File: src/verilog/fiw_pkg.sv
// package: offsets, keys, fields, reset values and timing for the flash write guard
`default_nettype none
package fiw_pkg;
	// ************************************************
	// register map
	// ************************************************
	localparam logic [7:0] ADDR_UNLOCK = 8'hC9;
	localparam logic [7:0] ADDR_IRQ_STATUS = 8'hE0;
	localparam logic [7:0] ADDR_IRQ_ENABLE = 8'hE1;
	localparam logic [7:0] ADDR_IRQ_CLEAR = 8'hE2;
	localparam logic [7:0] ADDR_EE_CTRL = 8'hE3;
	// ************************************************
	// keys
	// ************************************************
	localparam logic [7:0] KEY_WR_LO = 8'h4A;
	localparam logic [7:0] KEY_WR_HI = 8'h4C;
	localparam logic [7:0] KEY_ER_LO = 8'hBA;
	localparam logic [7:0] KEY_ER_HI = 8'hBC;
	// ************************************************
	// fields and regions
	// ************************************************
	localparam int BIT_ENABLED = 7;
	localparam int BIT_TIMEOUT = 6;
	localparam int IRQ_BIT_TIMEOUT = 0;
	localparam int IRQ_BIT_DONE = 1;
	localparam int IRQ_BIT_REJECT = 2;
	localparam logic [14:0] REGION_LO_BASE = 15'h7A00;
	localparam logic [14:0] REGION_HI_BASE = 15'h7C00;
	localparam int REGION_ADDR_MSB = 8;
	localparam logic [7:0] RST_UNLOCK = 8'h00;
	localparam logic [2:0] RST_IRQ = 3'h0;
	// ************************************************
	// timing
	// ************************************************
	localparam int CLK_HZ = 10_000_000;
	localparam int PROG_LIMIT_US = 5000;
	localparam int PROG_LIMIT_CYC = PROG_LIMIT_US * (CLK_HZ / 1_000_000);
	typedef enum logic [3:0] {
		FIW_LOCKED = 4'b0001,
		FIW_WR_LO = 4'b0010,
		FIW_WR_HI = 4'b0100,
		FIW_ER = 4'b1000
	} fiw_state_e;
endpackage
`default_nettype wire

File: src/verilog/fiw_prog_if.sv
// interface: programming request path between guard and its watchdog
`default_nettype none
interface fiw_prog_if;
	logic busy;
	logic start;
	logic expired;
	modport guard (input expired, output busy, output start);
	modport dog (input busy, input start, output expired);
endinterface
`default_nettype wire

File: src/verilog/fiw_guard.sv
// flash write and erase guard: key register, region check, timeout flag, interrupts
`default_nettype none
// How it works
// - key 4Ah allows one byte write into 7A00 to 7BFF
// - key 4Ch allows one byte write into 7C00 to 7DFF
// - key BAh allows erasing the 512-byte region 7A00 to 7BFF
// - key BCh allows erasing the 512-byte region 7C00 to 7DFF
// - any other written value locks all writing and erasing
// - bit 7 reads one while writing or erasing is enabled, resets zero
// - bit 6 sets when a programming operation overruns its limit
// - bit 6 clears when flash and data-memory unlock are both disabled
module fiw_guard #(
	parameter int LIMIT_CYC = fiw_pkg::PROG_LIMIT_CYC
) (
	input wire logic clock,
	input wire logic rst_b,
	input wire logic [7:0] reg_addr,
	input wire logic [7:0] reg_wdata,
	input wire logic reg_wr,
	input wire logic reg_rd,
	output logic [7:0] reg_rdata,
	input wire logic flash_wr_req,
	input wire logic flash_er_req,
	input wire logic [14:0] flash_addr,
	input wire logic flash_done,
	output logic flash_wr_go,
	output logic flash_er_go,
	output logic [14:0] flash_go_addr,
	output logic data_nv_write_unlock,
	output logic irq
);
	fiw_pkg::fiw_state_e state_q;
	logic er_hi_q;
	logic program_timeout_flag_q;
	logic busy_q;
	logic data_nv_q;
	logic [2:0] irq_status_q;
	logic [2:0] irq_enable_q;
	logic [7:0] rdata_q;
	logic wr_go_q;
	logic er_go_q;
	logic [14:0] go_addr_q;
	logic wr_unlock;
	logic wr_clear;
	logic wr_eectl;
	logic accept_wr;
	logic accept_er;
	logic reject;
	logic enabled;
	logic [2:0] irq_set;
	fiw_prog_if prog();

	localparam int REGION_ADDR_MSB_P = fiw_pkg::REGION_ADDR_MSB;
	function automatic logic in_region(input logic [14:0] a, input logic [14:0] base);
		in_region = a[14:REGION_ADDR_MSB_P + 1] == base[14:REGION_ADDR_MSB_P + 1];
	endfunction

	assign wr_unlock = reg_wr && reg_addr == fiw_pkg::ADDR_UNLOCK;
	assign wr_clear = reg_wr && reg_addr == fiw_pkg::ADDR_IRQ_CLEAR;
	assign wr_eectl = reg_wr && reg_addr == fiw_pkg::ADDR_EE_CTRL;
	assign enabled = state_q != fiw_pkg::FIW_LOCKED;

	// ************************************************
	// request qualification
	// ************************************************
	always_comb begin
		accept_wr = 1'b0;
		accept_er = 1'b0;
		case (state_q)
			fiw_pkg::FIW_WR_LO: accept_wr = flash_wr_req
				&& in_region(flash_addr, fiw_pkg::REGION_LO_BASE);
			fiw_pkg::FIW_WR_HI: accept_wr = flash_wr_req
				&& in_region(flash_addr, fiw_pkg::REGION_HI_BASE);
			fiw_pkg::FIW_ER: accept_er = flash_er_req && in_region(flash_addr,
				er_hi_q ? fiw_pkg::REGION_HI_BASE : fiw_pkg::REGION_LO_BASE);
			default: begin
			end
		endcase
		if (busy_q) begin
			accept_wr = 1'b0;
			accept_er = 1'b0;
		end
	end
	assign reject = (flash_wr_req && !accept_wr) || (flash_er_req && !accept_er);

	// ************************************************
	// key state
	// ************************************************
	always_ff @(posedge clock or negedge rst_b) begin
		if (!rst_b) begin
			state_q <= fiw_pkg::FIW_LOCKED;
			er_hi_q <= 1'b0;
		end else if (wr_unlock) begin
			case (reg_wdata)
				fiw_pkg::KEY_WR_LO: state_q <= fiw_pkg::FIW_WR_LO;
				fiw_pkg::KEY_WR_HI: state_q <= fiw_pkg::FIW_WR_HI;
				fiw_pkg::KEY_ER_LO: begin
					state_q <= fiw_pkg::FIW_ER;
					er_hi_q <= 1'b0;
				end
				fiw_pkg::KEY_ER_HI: begin
					state_q <= fiw_pkg::FIW_ER;
					er_hi_q <= 1'b1;
				end
				default: state_q <= fiw_pkg::FIW_LOCKED;
			endcase
		end else if (accept_wr) begin
			state_q <= fiw_pkg::FIW_LOCKED;
		end
	end

	// ************************************************
	// operation launch and busy
	// ************************************************
	always_ff @(posedge clock or negedge rst_b) begin
		if (!rst_b) begin
			wr_go_q <= 1'b0;
			er_go_q <= 1'b0;
			go_addr_q <= 15'h0000;
			busy_q <= 1'b0;
		end else begin
			wr_go_q <= accept_wr;
			er_go_q <= accept_er;
			if (accept_wr || accept_er) begin
				go_addr_q <= flash_addr;
				busy_q <= 1'b1;
			end else if (flash_done) begin
				busy_q <= 1'b0;
			end
		end
	end
	assign prog.busy = busy_q;
	assign prog.start = accept_wr || accept_er;

	fiw_watchdog #(.LIMIT_CYC(LIMIT_CYC)) u_dog (
		.clock(clock),
		.rst_b(rst_b),
		.prog(prog)
	);

	// ************************************************
	// data-memory unlock and timeout flag
	// ************************************************
	always_ff @(posedge clock or negedge rst_b) begin
		if (!rst_b) begin
			data_nv_q <= 1'b0;
		end else if (wr_eectl) begin
			data_nv_q <= reg_wdata[0];
		end
	end

	always_ff @(posedge clock or negedge rst_b) begin
		if (!rst_b) begin
			program_timeout_flag_q <= 1'b0;
		end else if (prog.expired) begin
			program_timeout_flag_q <= 1'b1;
		end else if (!enabled && !data_nv_q) begin
			program_timeout_flag_q <= 1'b0;
		end
	end

	// ************************************************
	// interrupts
	// ************************************************
	assign irq_set = {reject, flash_done && busy_q, prog.expired};
	always_ff @(posedge clock or negedge rst_b) begin
		if (!rst_b) begin
			irq_status_q <= fiw_pkg::RST_IRQ;
			irq_enable_q <= fiw_pkg::RST_IRQ;
		end else begin
			irq_status_q <= (irq_status_q & ~(wr_clear ? reg_wdata[2:0] : 3'h0)) | irq_set;
			if (reg_wr && reg_addr == fiw_pkg::ADDR_IRQ_ENABLE) begin
				irq_enable_q <= reg_wdata[2:0];
			end
		end
	end
	assign irq = |(irq_status_q & irq_enable_q);

	// ************************************************
	// read port
	// ************************************************
	always_ff @(posedge clock or negedge rst_b) begin
		if (!rst_b) begin
			rdata_q <= fiw_pkg::RST_UNLOCK;
		end else if (reg_rd) begin
			if (reg_addr == fiw_pkg::ADDR_UNLOCK) begin
				rdata_q <= {enabled, program_timeout_flag_q, 6'h00};
			end else if (reg_addr == fiw_pkg::ADDR_IRQ_STATUS) begin
				rdata_q <= {5'h00, irq_status_q};
			end else if (reg_addr == fiw_pkg::ADDR_IRQ_ENABLE) begin
				rdata_q <= {5'h00, irq_enable_q};
			end else if (reg_addr == fiw_pkg::ADDR_EE_CTRL) begin
				rdata_q <= {7'h00, data_nv_q};
			end else begin
				rdata_q <= 8'h00;
			end
		end else begin
			rdata_q <= 8'h00;
		end
	end

	assign reg_rdata = rdata_q;
	assign flash_wr_go = wr_go_q;
	assign flash_er_go = er_go_q;
	assign flash_go_addr = go_addr_q;
	assign data_nv_write_unlock = data_nv_q;

	// ************************************************
	// checks
	// ************************************************
	property p_key_wr_lo;
		@(posedge clock) disable iff (!rst_b)
		wr_unlock && reg_wdata == fiw_pkg::KEY_WR_LO |=> state_q == fiw_pkg::FIW_WR_LO;
	endproperty
	a_key_wr_lo: assert property (p_key_wr_lo) else $error("4A key not taken");

	property p_key_wr_hi;
		@(posedge clock) disable iff (!rst_b)
		wr_unlock && reg_wdata == fiw_pkg::KEY_WR_HI |=> state_q == fiw_pkg::FIW_WR_HI;
	endproperty
	a_key_wr_hi: assert property (p_key_wr_hi) else $error("4C key not taken");

	property p_key_er_lo;
		@(posedge clock) disable iff (!rst_b)
		wr_unlock && reg_wdata == fiw_pkg::KEY_ER_LO |=> state_q == fiw_pkg::FIW_ER && !er_hi_q;
	endproperty
	a_key_er_lo: assert property (p_key_er_lo) else $error("BA key not taken");

	property p_key_er_hi;
		@(posedge clock) disable iff (!rst_b)
		wr_unlock && reg_wdata == fiw_pkg::KEY_ER_HI |=> state_q == fiw_pkg::FIW_ER && er_hi_q;
	endproperty
	a_key_er_hi: assert property (p_key_er_hi) else $error("BC key not taken");

	property p_other_locks;
		@(posedge clock) disable iff (!rst_b)
		wr_unlock && reg_wdata != fiw_pkg::KEY_WR_LO && reg_wdata != fiw_pkg::KEY_WR_HI
			&& reg_wdata != fiw_pkg::KEY_ER_LO && reg_wdata != fiw_pkg::KEY_ER_HI
			|=> !enabled;
	endproperty
	a_other_locks: assert property (p_other_locks) else $error("other value did not lock");

	property p_read_flag;
		@(posedge clock) disable iff (!rst_b)
		reg_rd && reg_addr == fiw_pkg::ADDR_UNLOCK |=> reg_rdata[7] == $past(enabled);
	endproperty
	a_read_flag: assert property (p_read_flag) else $error("enable flag misread");

	property p_timeout_set;
		@(posedge clock) disable iff (!rst_b)
		prog.expired |=> program_timeout_flag_q;
	endproperty
	a_timeout_set: assert property (p_timeout_set) else $error("timeout flag not set");

	property p_timeout_clr;
		@(posedge clock) disable iff (!rst_b)
		!prog.expired && !enabled && !data_nv_q |=> !program_timeout_flag_q;
	endproperty
	a_timeout_clr: assert property (p_timeout_clr) else $error("timeout flag not cleared");

	property p_locked_ignores;
		@(posedge clock) disable iff (!rst_b)
		!enabled && (flash_wr_req || flash_er_req) |=> !flash_wr_go && !flash_er_go;
	endproperty
	a_locked_ignores: assert property (p_locked_ignores) else $error("locked request launched");

	property p_single_write;
		@(posedge clock) disable iff (!rst_b)
		accept_wr && !wr_unlock |=> !enabled;
	endproperty
	a_single_write: assert property (p_single_write) else $error("write did not relock");

	property p_busy_blocks;
		@(posedge clock) disable iff (!rst_b)
		busy_q && (flash_wr_req || flash_er_req) |=> !flash_wr_go && !flash_er_go;
	endproperty
	a_busy_blocks: assert property (p_busy_blocks) else $error("busy request launched");

	property p_wr_lo_out;
		@(posedge clock) disable iff (!rst_b)
		state_q == fiw_pkg::FIW_WR_LO && !in_region(flash_addr, fiw_pkg::REGION_LO_BASE)
			|=> !flash_wr_go && !flash_er_go;
	endproperty
	a_wr_lo_out: assert property (p_wr_lo_out) else $error("low write off region");

	property p_wr_hi_out;
		@(posedge clock) disable iff (!rst_b)
		state_q == fiw_pkg::FIW_WR_HI && !in_region(flash_addr, fiw_pkg::REGION_HI_BASE)
			|=> !flash_wr_go && !flash_er_go;
	endproperty
	a_wr_hi_out: assert property (p_wr_hi_out) else $error("high write off region");

	property p_erase_stays;
		@(posedge clock) disable iff (!rst_b)
		state_q == fiw_pkg::FIW_ER && !wr_unlock |=> state_q == fiw_pkg::FIW_ER;
	endproperty
	a_erase_stays: assert property (p_erase_stays) else $error("erase key dropped");

	property p_er_hi_out;
		@(posedge clock) disable iff (!rst_b)
		state_q == fiw_pkg::FIW_ER && er_hi_q && !in_region(flash_addr, fiw_pkg::REGION_HI_BASE)
			|=> !flash_wr_go && !flash_er_go;
	endproperty
	a_er_hi_out: assert property (p_er_hi_out) else $error("high erase off region");

	property p_flag_read;
		@(posedge clock) disable iff (!rst_b)
		reg_rd && reg_addr == fiw_pkg::ADDR_UNLOCK |=> reg_rdata[6] == $past(program_timeout_flag_q);
	endproperty
	a_flag_read: assert property (p_flag_read) else $error("timeout flag misread");
endmodule
`default_nettype wire

File: src/verilog/fiw_watchdog.sv
// programming time limit counter
`default_nettype none
module fiw_watchdog #(
	parameter int LIMIT_CYC = fiw_pkg::PROG_LIMIT_CYC
) (
	input wire logic clock,
	input wire logic rst_b,
	fiw_prog_if.dog prog
);
	logic [23:0] cnt_q;
	logic expired_q;

	assign prog.expired = expired_q;

	// ************************************************
	// count while an operation is busy
	// ************************************************
	always_ff @(posedge clock or negedge rst_b) begin
		if (!rst_b) begin
			cnt_q <= 24'h000000;
			expired_q <= 1'b0;
		end else if (prog.start || !prog.busy) begin
			cnt_q <= 24'h000000;
			expired_q <= 1'b0;
		end else if (cnt_q == 24'(LIMIT_CYC - 1)) begin
			expired_q <= 1'b1;
		end else begin
			cnt_q <= cnt_q + 24'h000001;
		end
	end
endmodule
`default_nettype wire
File: config.mk
export PLATFORM = sky130hd
export DESIGN_NAME = fiw_guard
export DESIGN_NICKNAME = d
export VERILOG_FILES = /design/src/verilog/fiw_pkg.sv /design/src/verilog/fiw_prog_if.sv /design/src/verilog/fiw_guard.sv /design/src/verilog/fiw_watchdog.sv
export SDC_FILE = /design/constraint.sdc
export NUM_CORES = 1
export LEC_CHECK = 0
export BUFFER_PORTS_ARGS = -buffer_cell sky130_fd_sc_hd__buf_2
export CORE_AREA = 2 2 85 87
export CTS_BUF_LIST = sky130_fd_sc_hd__clkbuf_4 sky130_fd_sc_hd__clkbuf_8
export DETAILED_ROUTE_END_ITERATION = 7
export DIE_AREA = 0 0 87 89
export PLACE_DENSITY = 0.69
export SETUP_SLACK_MARGIN = 0.2
export SYNTH_ARGS = -nofsm -noshare
export SYNTH_HDL_FRONTEND = slang
export SYNTH_SLANG_ARGS = --single-unit
File: constraint.sdc
create_clock -name clock -period 2.75 [get_ports clock]
set_clock_uncertainty 0.15 [all_clocks]
set_input_delay 0.55 -clock clock [delete_from_list [all_inputs] [get_ports clock]]
set_output_delay 0.55 -clock clock [all_outputs]
set_load 0.05 [all_outputs]
Yosys cells after proc, flatten, opt, wreduce, memory -nomap -nowiden
Cells that the tools add are included.
{"block": "classes", "bitwise": 4, "n_eq_ne": 18, "n_reduce_logical": 27, "mux": 23, "addsub": 1}
{"cell": "$eq 8x8->1 const B", "n": 7}
{"cell": "$mux 24", "n": 2}
{"cell": "$add 24x1->24 const B", "n": 1}
{"cell": "$eq 24x16->1 const B", "n": 1}
{"cell": "$eq 8x7->1 const B", "n": 2}
{"cell": "$mux 8", "n": 2}
{"cell": "$eq 6x6->1 const B", "n": 2}
{"cell": "$pmux 4 s3", "n": 1}
{"cell": "$logic_and 1x1->1", "n": 11}
{"cell": "$mux 11", "n": 1}
{"cell": "$mux 1", "n": 10}
{"cell": "$reduce_bool 2->1", "n": 5}
{"cell": "$mux 3", "n": 3}
{"cell": "$mux 4", "n": 2}
{"cell": "$and 3x3->3", "n": 2}
{"cell": "$eq 6x6->1", "n": 1}
{"cell": "$logic_not 1->1", "n": 5}
{"cell": "$eq 4x2->1 const B", "n": 1}
{"cell": "$eq 4x3->1 const B", "n": 1}
{"cell": "$eq 4x4->1 const B", "n": 1}
{"cell": "$ne 4x1->1 const B", "n": 1}
{"cell": "$pmux 1 s2", "n": 2}
{"cell": "$logic_or 1x1->1", "n": 3}
{"cell": "$not 3->3", "n": 1}
{"cell": "5 further kinds", "n": 5}
{"block": "totals", "input_bits": 38, "register_bits": 64, "wordCells": 86, "out_inout_bits": 27}

Logic depth before layout (Yosys ltp)
{"block": "logic_depth", "ltp_word": 9, "mapped_depth": 6, "mapped_depth_nobuf": 5}

Cells and area by module
From an unflattened synthesis, not the netlist that was laid out.
{"block": "unflattened", "hier_cells": 283, "hier_area_um2": 3066.7}
{"module": "fiw_guard", "cells_per_inst": 136, "seq_area_each_um2": 902.1, "area_each_um2": 1682.9, "n_inst": 1}
{"module": "fiw_watchdog", "cells_per_inst": 147, "seq_area_each_um2": 625.6, "area_each_um2": 1383.8, "n_inst": 1}

Worst setup path after synthesis
OpenSTA, ideal clock, no wires.
{"block": "synth_path", "kind": "in2reg", "startpoint": "in flash_addr[10]", "endpoint": "reg go_addr_q[6], in the netlist flash_go_addr[6]", "path_buffers": 1, "setup_slack_ps": 400, "setup_ps": 128, "cell_stages": 5, "required_time_ps": 2472, "t_arrival_ps": 2072, "cell_sequence": "or3b_2 a2111oi_4 a31oi_2 buf_4 mux2_1"}
{"block": "synth_between", "elab_chain_cells": 5, "word_cells_on_any_way": 11, "cone_classes": "eq/ne: 3; mux: 4; reduce/logical: 4"}
{"element": "start: declaration", "line_no": "fiw_guard.sv:24", "text": "input wire logic [14:0] flash_addr,"}
{"element": "$eq 6x6->1", "line_no": "fiw_guard.sv:55", "text": "in_region = a[14:REGION_ADDR_MSB_P + 1] == base[14:REGION_ADDR_MSB_P + 1];"}
{"element": "$logic_and 1x1->1", "line_no": "fiw_guard.sv:74", "text": "fiw_pkg::FIW_ER: accept_er = flash_er_req && in_region(flash_addr,"}
{"element": "$mux 1", "line_no": "fiw_guard.sv:69", "text": "case (state_q)"}
{"element": "$mux 1", "line_no": "fiw_guard.sv:79", "text": "if (busy_q) begin"}
{"element": "via accept_er", "line_no": "fiw_guard.sv:47", "text": "logic accept_er;"}
{"element": "$logic_or 1x1->1", "line_no": "fiw_guard.sv:124", "text": "if (accept_wr || accept_er) begin"}
{"element": "end signal: assignment", "line_no": "fiw_guard.sv:125", "text": "go_addr_q <= flash_addr;"}
{"element": "end: declaration", "line_no": "fiw_guard.sv:42", "text": "logic [14:0] go_addr_q;"}
The timed path passes the listed nets, and every way through them passes these cells.
A chain may end at the register's enable or synchronous reset.

Worst setup path after layout
{"block": "layout_path", "startpoint": "reg u_dog.cnt_q[0]", "endpoint": "reg u_dog.cnt_q[18]"}
{"block": "layout_between", "elab_chain_cells": 3, "word_cells_on_any_way": 5, "cone_classes": "add/sub: 1; eq/ne: 2; mux: 2"}
{"element": "start: declaration", "line_no": "fiw_watchdog.sv:10", "text": "logic [23:0] cnt_q;"}
{"element": "start signal: assignment", "line_no": "fiw_watchdog.sv:28", "text": "cnt_q <= cnt_q + 24'h000001;"}
{"element": "$add 24x1->24", "line_no": "fiw_watchdog.sv:28"}
{"element": "$mux 24", "line_no": "fiw_watchdog.sv:25", "text": "end else if (cnt_q == 24'(LIMIT_CYC - 1)) begin"}
{"element": "$mux 24", "line_no": "fiw_watchdog.sv:22", "text": "end else if (prog.start || !prog.busy) begin"}
Parallel ways exist; a longest one is shown, timed or not. The select of a mux whose other input is x is not followed.

==> flow_summary_export.csv <==
group,metric,value,unit
synth,ys_ff_latch,61,
placed_design,place_ws,0.165,ns
global_route,overflow,0,
sta,fin_crit_sh,0.858,
sta,timing.fmax,0.424,GHz
sta,grt_setup_unrepaired,"no",
finish,fin_cells,428,
critical_path,worstSetupEndpointType,"register",
drt,first_iter_violations,99,
critical_path,worstPathArrival,2.45,ns
global_route,grt_max_degree,29,
clock_tree,ctsRootBufferMaster,"clkbuf_8",
critical_path,cp_slowest_cell,"or4_1",
synth,synth_top_area_share,0.508,
power_and_ir_drop,p_leak,0.00169,uW
drt,vias,2307,
placed_design,dp_hpwl,4390,microns
drt,drc_errors,0,
finish,stdcell_area,0.00360,sq mm
critical_path,path_cells,"ha_1 > nand3_1 > or4_1 > or4_1 > a21oi_1",
finish,utilization,0.535,
synth,synth_top_area_cell,"dfrtp_1",
floorplan,row_count,30,
sta,setup_viol,0,
finish,multi_input_area,0.00135,sq mm
drt,wirelength,5970,microns
global_route,grt_pass1_wl,10100,microns
sta,slew_viol_final,0,
flow_run,maxCapViolCount,0,
sta,finalCriticalPeriod,2.36,ns
placed_design,placed_cells,412,
drt,wl_per_cell,14.0,microns
finish,area_growth,21.6,%
synth,synth-edff-count,0,
synth,synth_area,0.00296,sq mm
drt,ant_nets,0,
status,outcome,"completed",
placed_design,placed_area,0.00335,sq mm
floorplan,fp.dieW,87,microns
floorplan,start_util,0.440,
sta,setup_slack,0.392,ns
clock_tree,insertion_delay,0.33,ns
clock_tree,cts_sinks,61,
sta,tns,0,ns
floorplan,dieArea,0.00774,sq mm
power_and_ir_drop,ir_drop,0.000324,V
sta,worst_slew_pin_slew,0.765,ns
critical_path,crit_top_cell,"or4_1",
synth,synthDistinctLibCells,53,
critical_path,cpPeakStageDelay,0.71,ns
global_route,grt_pass1_vias,2211,
hold_path,hold_class,"in2async",
sta,finalHoldViolations,0,
critical_path,cp.required,2.84,ns
clock_tree,cts_tree,"done",
finish,finalNetCount,382,
global_route,antenna_found_initial,0,
finish,nFillCells,613,
synth,ys.flop_type,"dfrtp_1",
sta,slew_headroom,0.489,
clock_tree,clockBufferDepth,2,
floorplan,core_area,0.00672,sq mm
clock_tree,path_clk_slew,0.07,ns
finish,antenna_cells,0,
synth,avgSynthCellArea,10.7,sq um
floorplan,ios,65,
clock_tree,numCtsBuffers,9,
critical_path,path_class,"reg2reg",
synth,ys_seq_area_frac,0.516,
clock_tree,cts_setup_buffers,0,
drt,vias_per_cell,5.39,
critical_path,worstPathMaxFanout,9,
finish,drive_above_1_share,0.305,
critical_path,startpoint_type,"register",
power_and_ir_drop,p_per_area,538,mW/mm^2
synth,async_flop_share,1.00,
floorplan,die_h,89,microns
synth,synth_warnings,0,
global_route,track_usage,0.168,
placed_design,gp_congestion,0.748,
placed_design,io_buffer_count,61,
drt,dr.pass1.iters,4,
synth,synthCells,277,
clock_tree,ctsHtreeMaxLevel,3,
finish,seq_area,0.00153,sq mm
synth,ys_top_cells_by_area,"dfrtp_1, mux2_2, nand2b_1",
-- timing repair --
item | 4_1_cts | 5_1_grt
hold buffers | 0 | 0
gates resized for setup | 1 | 0
endpoints found under the hold margin | 0 | 0
setup endpoints to repair | 11 | 0
-- flip-flops by register name, indices dropped and copies added (netlist names) --
register	count
irq_status_q	3
irq_enable_q	3
u_dog.prog.expired	1
flash_er_go	1
program_timeout_flag_q	1
u_dog.cnt_q	24
flash_wr_go	1
busy_q	1
reg_rdata	5
data_nv_write_unlock	1
er_hi_q	1
state_q	4
flash_go_addr	15
-- Yosys cell counts (2+ instances only) --
cell type,count
dfrtp_1,60
nand2b_1,17
nor2_1,17
nand2_1,16
a21oi_1,14
mux2_2,14
inv_1,11
o21ai_0,11
nor3_1,10
nor4_1,8
nand3_1,7
or3_1,7
xnor2_1,7
mux2i_1,6
or4_1,6
nand4_1,5
and3_1,4
buf_4,4
clkbuf_1,4
o31ai_1,4
xor2_1,4
a21o_1,2
a31o_2,2
a31oi_1,2
and4_1,2
buf_2,2
nand4b_1,2
nor4b_1,2
or3_2,2
or4b_2,2
-- critical path: cells and delay by family, from the launching register on --
kind                       cells  cell delay [ns]
and+or+nand+nor                3             1.34
DFF                            1             0.43
adders and majority gates      1             0.21
AOI/OAI and AO/OA              1             0.14
-- layout by cell type (no fill, tap or decap), types with 7 or more instances in the layout --
cell,netlist,final
nand2b_1,17,17
inv_1,11,11
mux2_2,14,14
or3_1,7,7
xnor2_1,7,7
a21oi_1,14,14
nand2_1,16,16
nor3_1,10,10
nand3_1,7,7
buf_2,2,61
nor2_1,17,17
o21ai_0,11,11
dfrtp_1,60,60
clkbuf_8,0,12
nor4_1,8,8
-- per-stage QoR --
step | power (uW) | hold WS (ns)
2_1_floorplan | 971 | 0.104
3_3_place_gp | 1030 | 0.307
3_5_place_dp | 1030 | 0.302
4_1_cts | 1960 | 0.0768
5_1_grt | 2020 | 0.0982
6_report | 1940 | 0.0725
-- report_power, final --
part / total (uW) / switching, uW / leakage (uW) / internal, uW
Sequential: 907 / 4.69 / 0.000841 / 903
Clock: 926 / 331 / 0.000119 / 595
Combinational: 103 / 63.3 / 0.000727 / 39.5
Total: 1940 / 399 / 0.00169 / 1540
-- kinds of logic (layout without fill, tap and decap cells) --
logic type | Yosys count | after routing | synth area share
flops | 61 | 61 | 0.516
compound gates | 45 | 45 | 0.105
mux | 21 | 21 | 0.0774
other cells | 1 | 3 | 0.00127
buf+inv | 22 | 91 | 0.0338
simple gates | 115 | 115 | 0.229
xor+xnor | 11 | 11 | 0.0326
fa+ha+maj | 1 | 1 | 0.00423
-- cell type report --
class                   count  share of cell area
multi-input cells         196               0.374
flip-flops and latches     61               0.425
repair buffers             64              0.0946
clock inverters             3              0.0188
inverters                  11              0.0115
clock buffers              13              0.0480
well taps                  80              0.0278
-- metal layers --
metal / wire length (microns) / share of wire / vias up / track usage
met5: 0 / 0 / - / 0
li1: - / - / 1142 / -
met3: 239 / 0.040 / 2 / 0.0452
met4: 40 / 0.0067 / 0 / 0.0582
met2: 2760 / 0.46 / 50 / 0.255
met1: 2940 / 0.49 / 1113 / 0.235
-- final timing paths --
| check | start | endpoint | slack (ns) | cells after the start |
|---|---|---|---|---|
| max | u_dog.cnt_q[0] | u_dog.cnt_q[18] | 0.39 | 5 |
| min | rst_b | u_dog.cnt_q[20] | 0.07 | 1 |
| max reg2reg | u_dog.cnt_q[0] | u_dog.cnt_q[18] | 0.39 | 5 |
| min reg2reg | flash_go_addr[12] | flash_go_addr[12] | 0.31 | 1 |
| max in group asynchronous | rst_b | flash_go_addr[12] | 1.82 | 2 |
| min in group clock | flash_done | busy_q | 0.26 | 2 |
(Power assumes the default switching activity.)
